File: config.mk
export PLATFORM = sky130hd
export DESIGN_NAME = fssr_shift_register
export DESIGN_NICKNAME = d
export VERILOG_FILES = /design/src/core/fssr_pkg.sv /design/src/core/fssr_flasher.sv /design/src/core/fssr_shift_register.sv
export SDC_FILE = /design/constraint.sdc
export NUM_CORES = 1
export LEC_CHECK = 0
export ABC_AREA = 1
export CAP_MARGIN = 10
export CORE_MARGIN = 4
export CORE_UTILIZATION = 55
export DETAILED_ROUTE_END_ITERATION = 8
export DONT_BUFFER_PORTS = 1
export GPL_ROUTABILITY_DRIVEN = 0
export PLACE_DENSITY_LB_ADDON = 0.3
export SYNTH_ARGS = -nofsm -noshare
export SYNTH_HDL_FRONTEND = slang
export SYNTH_SLANG_ARGS = --single-unit
File: constraint.sdc
create_clock -name sys_clk -period 1.7 [get_ports sys_clk]
set_clock_uncertainty 0.05 [all_clocks]
set_input_delay 0.17 -clock sys_clk [delete_from_list [all_inputs] [get_ports sys_clk]]
set_output_delay 0.17 -clock sys_clk [all_outputs]
set_load 0.02 [all_outputs]
File: src/core/fssr_pkg.sv
// Constants shared by the four-stage shift register files
`default_nettype none
package fssr_pkg;
	// ----------------------------------------------------------------
	// Sizes and reset values
	// ----------------------------------------------------------------
	localparam int         FSSR_STAGES       = 4;
	localparam logic [3:0] FSSR_STAGE_RESET  = 4'h0;
	localparam logic [3:0] FSSR_SEED_PATTERN = 4'h1;
	localparam logic       FSSR_BIT_RESET    = 1'b0;

	// ----------------------------------------------------------------
	// Flasher timing
	// ----------------------------------------------------------------
	localparam int         FSSR_CLK_HZ       = 25000000;
	localparam int         FSSR_FLASH_MS     = 500;
	localparam int         FSSR_FLASH_CYCLES = FSSR_CLK_HZ / 1000 * FSSR_FLASH_MS;
	localparam int         FSSR_FLASH_W      = 24;
endpackage : fssr_pkg
`default_nettype wire

File: src/core/fssr_flasher.sv
// Free-running flasher: toggles its output every half period
`default_nettype none
module fssr_flasher
	import fssr_pkg::*;
#(
	parameter int HALF_CYCLES = FSSR_FLASH_CYCLES
) (
	// Clock and reset
	input  wire logic sys_clk,
	input  wire logic resetn,
	// Square wave out
	output var  logic flash_q
);
	initial begin
		if (HALF_CYCLES < 1 || HALF_CYCLES > (1 << FSSR_FLASH_W))
			$error("fssr_flasher: HALF_CYCLES out of range");
	end

	logic [FSSR_FLASH_W-1:0] count_q;
	localparam logic [FSSR_FLASH_W-1:0] LAST = FSSR_FLASH_W'(HALF_CYCLES - 1);

	// ----------------------------------------------------------------
	// Counter and output toggle
	// ----------------------------------------------------------------
	// Equal on and off time, so one counter serves both phases
	always_ff @(posedge sys_clk or negedge resetn) begin
		if (!resetn) begin
			count_q <= '0;
			flash_q <= 1'b0;
		end else if (count_q == LAST) begin
			count_q <= '0;
			flash_q <= ~flash_q;
		end else begin
			count_q <= count_q + 1'b1;
		end
	end
endmodule : fssr_flasher
`default_nettype wire

File: src/core/fssr_shift_register.sv
// Four-stage bit shift register with edge-made strobe and running-light mode
// Operation
// Four one-bit locations; each strobe moves values from location one toward four.
// Strobe comes from a rising edge of the pulse input, one cycle long.
// No new strobe until the pulse input has returned low.
// Strobe is registered; it acts the cycle after the edge, then clears.
// On a strobe location one takes the value input level.
// On a strobe locations two to four take their predecessor's old value.
// Between strobes all locations hold their value.
// Clear input empties all locations and wins over a shift.
// Source should encode a bad part as zero, so clearing is safe.
// Running light: one lamp on, stepping one to four, then wrapping.
// Running light: strobe source is a free-running 0.5 s on/off flasher.
// Running light: one bit injected at start; marker blocks further injection.
// Running light: after the last location, next strobe feeds location one.
// Reset clears locations, edge marker, strobe and injection marker.
`default_nettype none
module fssr_shift_register
	import fssr_pkg::*;
#(
	parameter int FLASH_HALF_CYCLES = FSSR_FLASH_CYCLES
) (
	// Clock and reset
	input  wire logic       sys_clk,
	input  wire logic       resetn,
	// Mode select, pin level
	input  wire logic       run_light_in,
	// Shift register pins
	input  wire logic       shift_pulse_in,
	input  wire logic       shift_value_in,
	input  wire logic       clear_all_in,
	// Storage locations, one to four in bits 0 to 3
	output var  logic [3:0] stage_q,
	// Running-light lamps
	output var  logic       lamp_out_one,
	output var  logic       lamp_out_two,
	output var  logic       lamp_out_three,
	output var  logic       lamp_out_four,
	// Strobe for observation
	output var  logic       shift_strobe
);
	initial begin
		if (FLASH_HALF_CYCLES < 1)
			$error("fssr_shift_register: FLASH_HALF_CYCLES must be positive");
	end

	// ----------------------------------------------------------------
	// Input synchronisers
	// ----------------------------------------------------------------
	logic [3:0] sync1_q;
	logic [3:0] sync2_q;
	// First stage feeds only the second; pins are asynchronous to sys_clk
	always_ff @(posedge sys_clk or negedge resetn) begin
		if (!resetn) begin
			sync1_q <= 4'h0;
			sync2_q <= 4'h0;
		end else begin
			sync1_q <= {run_light_in, clear_all_in, shift_value_in, shift_pulse_in};
			sync2_q <= sync1_q;
		end
	end

	logic pulse_s;
	logic value_s;
	logic clear_s;
	logic mode_s;
	assign pulse_s = sync2_q[0];
	assign value_s = sync2_q[1];
	assign clear_s = sync2_q[2];
	assign mode_s  = sync2_q[3];

	// ----------------------------------------------------------------
	// Flasher as strobe source in running-light mode
	// ----------------------------------------------------------------
	logic flash_w;
	// flasher drives pulse
	fssr_flasher #(
		.HALF_CYCLES (FLASH_HALF_CYCLES)
	) u_flasher (
		.sys_clk (sys_clk),
		.resetn  (resetn),
		.flash_q (flash_w)
	);

	logic pulse_src;
	assign pulse_src = mode_s ? flash_w : pulse_s;

	// ----------------------------------------------------------------
	// Edge detector and strobe
	// ----------------------------------------------------------------
	logic edge_seen_marker_q;
	logic edge_now;
	// rising edge detect
	assign edge_now = pulse_src & ~edge_seen_marker_q;

	// marker follows input
	always_ff @(posedge sys_clk or negedge resetn) begin
		if (!resetn)
			edge_seen_marker_q <= FSSR_BIT_RESET;
		else
			edge_seen_marker_q <= pulse_src;
	end

	// registered one-cycle strobe
	always_ff @(posedge sys_clk or negedge resetn) begin
		if (!resetn)
			shift_strobe <= FSSR_BIT_RESET;
		else
			shift_strobe <= edge_now;
	end

	// ----------------------------------------------------------------
	// Injection marker for running light
	// ----------------------------------------------------------------
	logic seed_done_marker_q;
	logic inject;
	// inject once at start
	assign inject = mode_s & ~seed_done_marker_q;
	always_ff @(posedge sys_clk or negedge resetn) begin
		if (!resetn)
			seed_done_marker_q <= FSSR_BIT_RESET;
		else if (mode_s && stage_q[0])
			seed_done_marker_q <= 1'b1;
		else if (!mode_s)
			seed_done_marker_q <= 1'b0; // Re-arm on leaving the mode
	end

	// ----------------------------------------------------------------
	// Storage locations
	// ----------------------------------------------------------------
	logic feed_bit;
	// wrap last into first
	assign feed_bit = mode_s ? (stage_q[3] | inject) : value_s;

	// Clear checked first so it beats a coincident strobe
	// reset clears locations
	always_ff @(posedge sys_clk or negedge resetn) begin
		if (!resetn)
			stage_q <= FSSR_STAGE_RESET;
		// clear has priority
		else if (clear_s)
			stage_q <= FSSR_STAGE_RESET;
		// shift one place
		else if (shift_strobe)
			// first takes value; others take old predecessor
			stage_q <= {stage_q[2:0], feed_bit};
		// hold between strobes
	end

	// ----------------------------------------------------------------
	// Lamp outputs
	// ----------------------------------------------------------------
	// lamps follow locations
	always_ff @(posedge sys_clk or negedge resetn) begin
		if (!resetn) begin
			lamp_out_one   <= 1'b0;
			lamp_out_two   <= 1'b0;
			lamp_out_three <= 1'b0;
			lamp_out_four  <= 1'b0;
		end else begin
			lamp_out_one   <= mode_s & stage_q[0];
			lamp_out_two   <= mode_s & stage_q[1];
			lamp_out_three <= mode_s & stage_q[2];
			lamp_out_four  <= mode_s & stage_q[3];
		end
	end
endmodule : fssr_shift_register
`default_nettype wire

==> summary.md, run 1 <==
| Metric | Value |
|---|---|
| Fillers | between 300 and 400 |
| Port Buffers | 0 |
| Combinational power share | 0.023 |
| #FFs+latches synth | 44 |
| Highest routed metal layer | met4 |
| Pin count of the biggest net entering global routing | 45 |
| I/O Pins | 15 |
| Ant. Diodes | 0 |
| # Post-CTS Setup Buffers | 0 |
| Tmin final | about 1.5 ns |
| H-tree depth | 2 |
| Pre-CTS WS | about 0.16 ns |
| Cells after synthesis | around 260 |
| CTS Sinks | 44 |
| Via density | 5.08 |
| Vias | ~1600 |
| P_leak | 1.20 nW |
| Initial DRC count | 95 |
| Psw | between 300 and 400 uW |
| DRC errors left | 0 |
| Sw frac | 0.186 |
| Tot GR Track Use | 0.177 |
| Yosys warns | 0 |
| Clk pin slew, worst setup/hold paths | roughly 0.08 ns |
| Worst hold start | sync1_q[2]$_DFF_PN0_ |
| Cell row count | 22 |
| Die Y-Extent | approximately 70 um |
| Top post-synthesis cells by area | dfrtp_1, nand2_1, nor2_1 |
| Seq/Total Area, Yosys | 0.522 |
| Die footprint | just under 0.005 mm2 |
| Relative slew slack | 0.832 |
| RSZ-0062 raised after global routing | no |
| Syn Nets | 266 |
| Root Driver | clkbuf_8 |
| Core area | 0.00369 mm2 |
| Metal2 WL | ~1900 um |
| Clock power share | 0.449 |
| Max cap viols | 0 |
| Max Root-Sink Buffers | 2 |
| Worst-Margin Slew | ~0.25 ns |
| FMAX | 663 MHz |
| Num CTS Buffers | 5 |
| Area leader, netlist | dfrtp_1 |
| Sequential share of power | 0.528 |
| Reg-to-reg startpoint | u_flasher.count_q[0]$_DFF_PN0_ |
| Setup ws final | roughly 0.19 ns |
| DR pass1 iterations | 4 |
| Area growth syn-to-layout | 12.2% |
| Final Hold Viols | 0 |
| Worst setup startpoint | u_flasher.count_q[0]$_DFF_PN0_ |
| Pint | about 1.7 mW |
| Total grt overflow | 0 |
| Drt wl/cell | between 10 and 15 um |
| PwrDens | between 800 and 900 mW/mm2 |
| Vias in the first global route | 1578 |
| # nets final | 278 |
| Peak VDD IR | between 500 and 600 uV |
| WP data arrival | roughly 1.6 ns |
| Setup crit start kind | register |
| Starting Density | 0.572 |
| First-pass GRT wire length | 6910 um |
| Critical path class | register to register |
| Synth Cell Area | about 0.0021 mm2 |
| DRT antenna net count | 0 |
| CTS tree | yes |
| Internal reg-to-reg setup slack | slightly below 0.2 ns |
| Chip width | about 70 um |
| Avg Inst Size Synth | around 8.1 um2 |
| Run status | completed |
| Worst Setup End Kind | register |
| WL final | between 3000 and 4000 um |
| WP data required | 1.83 ns |
| Layout cell share with drive strength beyond 1 | 0.0959 |
| Met3 wire len | approximately 150 um |
| Wire length on met1 | approximately 1800 um |
| Worst hold path type | register to register |
| Initial antenna violation count | 0 |
| Netlist cell types | 21 |
| HPWL after detailed placement | roughly 2900 um |
| Post-route setup TNS | 0 ns |
| Clk_lat worst skew | around 0.3 ns |
| CP max FO | 9 |
| Final setup vio count | 0 |
| Max-slew violation count | 0 |
| Final period utilization | 0.887 |
| Share of the synthesized area in the top cell type | 0.522 |
-- cell usage after synthesis --
cell type   n
nand2_1    67
nor2_1     45
dfrtp_1    44
inv_1      37
nand3_1    14
xor2_1      8
a21oi_1     7
nand4_1     6
nor2_4      6
nand2_2     5
nor2_2      4
o22ai_1     4
o21ai_0     3
nand3b_1    2
and2_1      1
buf_4       1
ha_1        1
inv_2       1
nand2_4     1
or2_2       1
xnor2_1     1
-- metrics by stage --
stage	util	total power, mW	area, um2	std cells	hold WS [ns]
final	0.641	2.04	2360	319	0.294
after global routing	0.641	2.13	2360	319	0.304
after CTS	0.640	2.06	2360	319	0.298
after detailed placement	0.586	1.11	2160	306	-0.175
after global placement	0.586	1.11	2160	306	-0.175
after floorplan	-	1.11	2110	259	-0.176
-- worst max-delay path: stages (launching register included) --
cell,delay [ns]
dfrtp_1,0.38
ha_1,0.22
nand2_2,0.11
nor2_4,0.17
nand3_1,0.11
inv_1,0.11
nand2_4,0.11
inv_2,0.11
nor2_1,0.04
-- per-layer routing --
metal | vias to the layer above | track usage
met1 | 766 | 0.227
met3 | 6 | 0.0504
met2 | 26 | 0.294
li1 | 821 | -
met4 | 0 | 0.0511
met5 | - | 0
-- kinds of logic (layout without fill, tap and decap cells) --
logic type                 count (synthesis)  in the layout  share of synthesized area
xor gates and xnor gates                   9              9                     0.0374
adders and majority gates                  1              1                    0.00593
buffers and inverters                     39             51                     0.0712
AOI/OAI and AO/OA                         14             14                     0.0356
and+or+nand+nor                          152            152                      0.328
DFF                                       44             44                      0.522
-- cells in the final DEF, fill, tap and decap left out --
cell           count
nor2_2             4
xnor2_1            1
a21oi_1            7
nor2_4             6
nand3_1           14
or2_2              1
and2_1             1
clkbuf_8           5
inv_2              1
o22ai_1            4
nand2_4            2
nand3b_1           2
nand4_1            6
nand2_1           67
xor2_1             8
nor2_1            45
dlygate4sd3_1      5
ha_1               1
dfrtp_1           44
bufinv_16          2
nand2_2            4
inv_1             37
buf_12             1
o21ai_0            3
-- area by class of cell --
type                            count  area, um2  share of cell area
Sequential cell                    44       1100               0.466
Multi-Input combinational cell    176        862               0.365
Inverter                           38        143              0.0603
Timing Repair Buffer                6       70.1              0.0296
Clock buffer                        5       68.8              0.0291
Clock inverter                      2       60.1              0.0254
Tap cell                           48       60.1              0.0254
-- flip-flops by register name (all words and copies together) (netlist names), 4 cells and up --
| signal | cells |
|---|---|
| stage_q | 4 |
| sync2_q | 4 |
| sync1_q | 4 |
| u_flasher.count_q | 24 |
-- power by group through the flow --
stage,registers (mW),logic [mW],clock network (mW)
after floorplan,1.09,0.0121,0
after global placement,1.10,0.0137,0
after detailed placement,1.10,0.0145,0
after CTS,1.08,0.0494,0.933
after global routing,1.08,0.0557,0.992
final,1.08,0.0475,0.914
-- final timing paths --
| path | end | depth (start not counted) |
|---|---|---|
| worst max-delay path | u_flasher.count_q[3]$_DFF_PN0_ | 8 |
| worst min-delay path | sync2_q[2]$_DFF_PN0_ | 0 |
| worst max register to register | u_flasher.count_q[3]$_DFF_PN0_ | 8 |
| worst min register to register | sync2_q[2]$_DFF_PN0_ | 0 |
| max in group asynchronous | u_flasher.count_q[5]$_DFF_PN0_ | 2 |
| min in group asynchronous | lamp_out_three$_DFF_PN0_ | 2 |
-- what timing repair did --
| action | CTS | global route |
|---|---|---|
| endpoints found under the setup margin | 0 | 4 |
| resized for setup | 0 | 1 |
| endpoints found under the hold margin | 48 | 0 |
| hold buffers | 6 | 0 |
Power figures use the tool's default switching activity.
==> run 2, diff against run 1 <==
- CTS_BUF_LIST: not set -> sky130_fd_sc_hd__clkbuf_4
- HOLD_SLACK_MARGIN: not set -> 0.15
- RECOVER_POWER: not set -> 25
==> summary.md, run 2 (synthesized netlist as in run 1, its figures left out) <==
| Metric | Value |
|---|---|
| Max Root-Sink Buffers | 2 (unchanged) |
| Reg2Reg Depth | 8 (unchanged) |
| Pin count of the biggest net entering global routing | 45 (unchanged) |
| Cell row count | 22 (unchanged) |
| Pint | 1.53 mW (-7.9%) |
| Worst hold path type | register to register |
| CP max FO | 9 (unchanged) |
| Fin util | 0.629 (-0.0126) |
| Worst-Margin Slew | 1.02 ns (+0.769 ns) |
| Max reg flops | 24 (unchanged) |
| I/O Pins | 15 (unchanged) |
| Most common cell after layout, fill and taps aside | nand2_1 |
| Placed cells | 306 (unchanged) |
| Top reg by flops | u_flasher.count_q |
| Max-slew violation count | 0 (unchanged) |
| Worst Setup End Kind | register |
| Via density | 5.07 (-0.19%) |
| Fillers | 329 (+4.1%) |
| CTS Sinks | 44 (unchanged) |
| Starting Density | 0.572 (unchanged) |
| Initial antenna violation count | 0 (unchanged) |
| Num CTS Buffers | 5 (unchanged) |
| Ant. Diodes | 0 (unchanged) |
| Worst Hold Path Cells | 0 (unchanged) |
| HPWL after detailed placement | 2900 um (unchanged) |
| # nets final | 278 (unchanged) |
| CP cell instances | ha_1 > nand2_2 > nor2_4 > nand3_1 > inv_1 > nand2_4 > inv_2 > nor2_1 |
| WL final | 3910 um (-0.86%) |
| Relative slew slack | 0.320 (-0.513) |
| Internal reg-to-reg setup slack | 0.18 ns (about the same) |
| Crit-path slowest cell | dfrtp_1 |
| Sw frac | 0.189 (+0.00299) |
| Reg-to-reg startpoint | u_flasher.count_q[0]$_DFF_PN0_ |
| Post-Layout Cell Count | 319 (unchanged) |
| WP data required | 1.89 ns (+0.06 ns) |
| Worst hold start | sync1_q[2]$_DFF_PN0_ |
| Core area | 0.00369 mm2 (unchanged) |
| Psw | 356 uW (-6.1%) |
| PwrDens | 812 mW/mm2 (-5.7%) |
| Tmin final | 1.52 ns (+0.00866 ns) |
| Area growth syn-to-layout | 9.97% |
| H-tree depth | 2 (unchanged) |
| Max cap viols | 0 (unchanged) |
| Clk_lat worst skew | 0.35 ns (+0.05 ns) |
| Most frequent cells in the layout | nand2_1, nor2_1, dfrtp_1 |
| Initial DRC count | 92 (-3.2%) |
| Die Y-Extent | 69.9 um (unchanged) |
| DR pass1 iterations | 4 (unchanged) |
| Die footprint | 0.00489 mm2 (unchanged) |
| DRT antenna net count | 0 (unchanged) |
| Vias in the first global route | 1564 (-0.89%) |
| P_leak | 1.18 nW (-1.5%) |
| Worst hold path endpoint | sync2_q[2]$_DFF_PN0_ |
| Setup ws final | 0.184 ns (-0.00866 ns) |
| Port Buffers | 0 (unchanged) |
| Capture instance of the worst register-to-register path | u_flasher.count_q[3]$_DFF_PN0_ |
| Sequential share of power | 0.572 (+0.044) |
| Critical path class | register to register |
| Clk pin slew, worst setup/hold paths | 0.12 ns (+0.04 ns) |
| Power Total | 1.88 mW (-7.6%) |
| Vias | 1616 (-0.19%) |
| Clock power share | 0.406 (-0.043) |
| DRC errors left | 0 (unchanged) |
| FMAX | 659 MHz (-0.57%) |
| Final setup vio count | 0 (unchanged) |
| Post-route setup TNS | 0 ns (unchanged) |
| First-pass GRT wire length | 6830 um (-1.2%) |
| Run status | completed |
| Chip width | 69.9 um (unchanged) |
| Tot GR Track Use | 0.173 (-0.00398) |
| Layout cell share with drive strength beyond 1 | 0.0959 (unchanged) |
| CTS tree | yes |
| Slowest cell delay on critical path | 0.39 ns (about the same) |
| Drt wl/cell | 12.3 um (-0.86%) |
| Peak VDD IR | 483 uV (-9.4%) |
| Setup crit start kind | register |
| Total grt overflow | 0 (unchanged) |
| RSZ-0062 raised after global routing | no |
| Combinational power share | 0.023 (about the same) |
| Final period utilization | 0.892 (+0.00509) |
| Root Driver | clkbuf_4 |
| Pre-CTS WS | 0.158 ns (unchanged) |
| Final Hold Viols | 0 (unchanged) |
| WP data arrival | 1.70 ns (+0.06 ns) |
[run 2: cell count changes in the layout (fill, tap and decap cells not counted)]
cell      before  now
buf_12         1    0
clkbuf_4       0    5
clkbuf_2       0    1
clkbuf_8       5    0
[run 2: layout make-up]
class,instances,area [um2],area share
Clock buffer,5,37.5,0.0162
Clock inverter,2,60.1,0.0259
Inverter,38,143,0.0615
Multi-Input combinational cell,176,862,0.372
Sequential cell,44,1100,0.475
Tap cell,48,60.1,0.0259
Timing Repair Buffer,6,55.1,0.0237
[run 2: worst max-delay path by stage]
stage                                   start                               to  depth (start not counted)
2_1_floorplan  u_flasher.count_q[0]$_DFF_PN0_  u_flasher.count_q[14]$_DFF_PN0_                          7
6_report       u_flasher.count_q[0]$_DFF_PN0_   u_flasher.count_q[3]$_DFF_PN0_                          8
4_1_cts        u_flasher.count_q[0]$_DFF_PN0_   u_flasher.count_q[3]$_DFF_PN0_                          8
3_3_place_gp   u_flasher.count_q[0]$_DFF_PN0_   u_flasher.count_q[3]$_DFF_PN0_                          8
5_1_grt        u_flasher.count_q[0]$_DFF_PN0_  u_flasher.count_q[14]$_DFF_PN0_                          7
3_5_place_dp   u_flasher.count_q[0]$_DFF_PN0_   u_flasher.count_q[3]$_DFF_PN0_                          8
[run 2: repair_timing]
| item | in CTS | in global routing |
|---|---|---|
| endpoints found under the hold margin | 48 | 0 |
| gates resized for setup | 0 | 1 |
| hold buffers | 6 | 0 |
| setup endpoints to repair | 0 | 4 |
| buffers inserted | 0 | 0 |
[run 2: worst max-delay path, delay by kind of cell, from the launching register on]
kind	cells	cell delay (ns)
adder cells (fa/ha/maj)	1	0.22
buffers and inverters	2	0.22
flip-flops	1	0.39
AND/OR/NAND/NOR	5	0.54
[run 2: per-stage QoR]
step / hold WS [ns] / instance area [um2]
after floorplan: -0.176 / 2110
after global placement: -0.175 / 2160
after detailed placement: -0.175 / 2160
after CTS: 0.221 / 2330
after global routing: 0.300 / 2320
final: 0.299 / 2320
[run 2: metal layers]
metal | share of wire | vias to the layer above | GRT usage
met4 | 0.012 | 0 | 0.0383
li1 | - | 819 | -
met1 | 0.47 | 765 | 0.226
met5 | 0 | - | 0
met3 | 0.037 | 5 | 0.0504
met2 | 0.48 | 27 | 0.288
[run 2: power groups by stage]
| stage | registers (mW) | logic [mW] | clock network, mW |
|---|---|---|---|
| global route | 1.08 | 0.0508 | 0.846 |
| finish | 1.08 | 0.0427 | 0.763 |
| detailed placement | 1.10 | 0.0145 | 0 |
| floorplan | 1.09 | 0.0121 | 0 |
| CTS | 1.08 | 0.0494 | 0.789 |
| global placement | 1.10 | 0.0137 | 0 |
==> run 3, diff against run 2 <==
- BUFFER_PORTS_ARGS: not set -> -buffer_cell sky130_fd_sc_hd__buf_4
- DONT_BUFFER_PORTS: 1 -> not set
==> summary.md, run 3 (synthesized netlist as in run 1, its figures left out) <==
| Metric | Value |
|---|---|
| DRT antenna net count | 0 (unchanged) |
| Max-slew violation count | 0 (unchanged) |
| Total grt overflow | 0 (unchanged) |
| Final period utilization | 0.891 (-0.000912) |
| I/O Pins | 15 (unchanged) |
| Run status | completed |
| Top reg by flops | u_flasher.count_q |
| Cell mode on critical path | nand2_2 |
| Sw frac | 0.193 (+0.00413) |
| CP max FO | 9 (unchanged) |
| Crit-path slowest cell | dfrtp_1 |
| Pre-CTS WS | 0.196 ns (+0.0385 ns) |
| Family with the most delay on the worst path | simple AND/OR/NAND/NOR gates |
| Design Area, Final | 0.00241 mm2 (+4.0%) |
| Initial antenna violation count | 0 (unchanged) |
| Num CTS Buffers | 5 (unchanged) |
| DR pass1 iterations | 5 (+1) |
| RSZ-0062 raised after global routing | no |
| Buf+Inv Stages, Crit Path | 2 (unchanged) |
| Clk pin slew, worst setup/hold paths | 0.12 ns (about the same) |
| Critical path class | register to register |
| Most frequent cells in the layout | nand2_1, nor2_1, dfrtp_1 |
| Via density | 4.92 (-2.8%) |
| Setup crit start kind | register |
| Chip width | 69.9 um (unchanged) |
| Final Hold Viols | 0 (unchanged) |
| Tmin final | 1.51 ns (-0.00155 ns) |
| P_leak | 1.23 nW (+4.3%) |
| Combinational power share | 0.031 (+0.008) |
| Fillers | 326 (-0.91%) |
| Die Y-Extent | 69.9 um (unchanged) |
| Ant. Diodes | 0 (unchanged) |
| Starting Density | 0.572 (unchanged) |
| WL final | 3780 um (-3.3%) |
| Psw | 368 uW (+3.4%) |
| CTS Sinks | 44 (unchanged) |
| Worst-Margin Slew | 1.01 ns (-0.0107 ns) |
| Cell row count | 22 (unchanged) |
| Relative slew slack | 0.327 (+0.00716) |
| FMAX | 660 MHz (+0.10%) |
| Max reg flops | 24 (unchanged) |
| Tot GR Track Use | 0.165 (-0.00790) |
| First-pass GRT wire length | 6490 um (-5.1%) |
| Vias | 1634 (+1.1%) |
| CTS resizes | 0 (unchanged) |
| Vias in the first global route | 1511 (-3.4%) |
| Hold WS | 0.310 ns (+0.0116 ns) |
| Sequential share of power | 0.562 (-0.010) |
| Area growth syn-to-layout | 14.4% |
| Max cap viols | 0 (unchanged) |
| PwrDens | 790 mW/mm2 (-2.7%) |
| Initial DRC count | 132 (+43%) |
| Final setup vio count | 0 (unchanged) |
| CTS tree | yes |
| Most common cell after layout, fill and taps aside | nand2_1 |
| Core area | 0.00369 mm2 (unchanged) |
| CP cell instances | ha_1 > nand2_2 > nor2_4 > nand3_1 > inv_1 > nand2_2 > inv_2 > nor2_1 |
| Slowest cell delay on critical path | 0.39 ns (about the same) |
| Clk_lat worst skew | 0.35 ns (about the same) |
| Max Root-Sink Buffers | 2 (unchanged) |
| DRC errors left | 0 (unchanged) |
| Pint | 1.54 mW (+0.67%) |
| Worst hold path type | register to register |
| # Post-CTS Setup Buffers | 0 (unchanged) |
| Peak VDD IR | 461 uV (-4.4%) |
| Clock power share | 0.406 (about the same) |
| Setup ws final | 0.185 ns (+0.00155 ns) |
| Root Driver | clkbuf_4 |
| WP data required | 1.90 ns (about the same) |
| Worst Setup End Kind | register |
| HPWL after detailed placement | 2830 um (-2.2%) |
| Area post-placement | 0.00227 mm2 (+4.9%) |
| Layout cell share with drive strength beyond 1 | 0.137 (+0.0414) |
| Hold_buf cts | 5 (-1) |
| Drt wl/cell | 11.4 um (-7.1%) |
| Die footprint | 0.00489 mm2 (unchanged) |
| Port Buffers | 14 (+14) |
| Post-route setup TNS | 0 ns (unchanged) |
| Pin count of the biggest net entering global routing | 45 (unchanged) |
| Power Total | 1.90 mW (+1.2%) |
| WP data arrival | 1.72 ns (+0.02 ns) |
| H-tree depth | 2 (unchanged) |
| # nets final | 291 (+4.7%) |
## run 3: cell types whose count changed in the layout (fill, tap and decap cells not counted), sizes merged
cell,change
clkbuf,+4
buf,+9
## run 3: final timing paths
kind / endpoint / slack (ns) / from / depth (start not counted)
setup / recovery: u_flasher.count_q[5]$_DFF_PN0_ / 0.19 / u_flasher.count_q[0]$_DFF_PN0_ / 8
hold / removal: sync2_q[3]$_DFF_PN0_ / 0.31 / sync1_q[3]$_DFF_PN0_ / 0
setup reg to reg: u_flasher.count_q[5]$_DFF_PN0_ / 0.19 / u_flasher.count_q[0]$_DFF_PN0_ / 8
hold reg to reg: sync2_q[3]$_DFF_PN0_ / 0.31 / sync1_q[3]$_DFF_PN0_ / 0
max in group asynchronous: u_flasher.count_q[7]$_DFF_PN0_ / 0.52 / resetn / 2
min in group asynchronous: stage_q[2]$_DFFE_PN0P_ / 0.45 / resetn / 2
## run 3: area by class of cell
type | instances | area (um2) | area share
Sequential cell | 44 | 1100 | 0.457
Multi-Input combinational cell | 176 | 857 | 0.355
Timing Repair Buffer | 19 | 153 | 0.0633
Inverter | 38 | 143 | 0.0592
Clock inverter | 2 | 60.1 | 0.0249
Tap cell | 48 | 60.1 | 0.0249
Clock buffer | 5 | 37.5 | 0.0156
## run 3: metrics by stage
step	instances	utilization
after floorplan	259	-
after global placement	320	0.614
after detailed placement	320	0.614
after CTS	332	0.654
after global routing	332	0.654
final	332	0.654
## run 3: power groups by stage
| stage | sequential [mW] | clock (mW) | combinational, mW |
|---|---|---|---|
| global placement | 1.09 | 0 | 0.0537 |
| floorplan | 1.09 | 0 | 0.0121 |
| CTS | 1.07 | 0.790 | 0.0632 |
| detailed placement | 1.09 | 0 | 0.0538 |
| finish | 1.07 | 0.774 | 0.0594 |
| global route | 1.07 | 0.836 | 0.0687 |
## run 3: layer usage
layer / global-route usage / up-vias / share of wire
met5: 0 / - / 0
met4: 0.0532 / 0 / 0.018
met3: 0.0504 / 8 / 0.063
met2: 0.255 / 47 / 0.46
met1: 0.224 / 740 / 0.46
li1: - / 839 / -
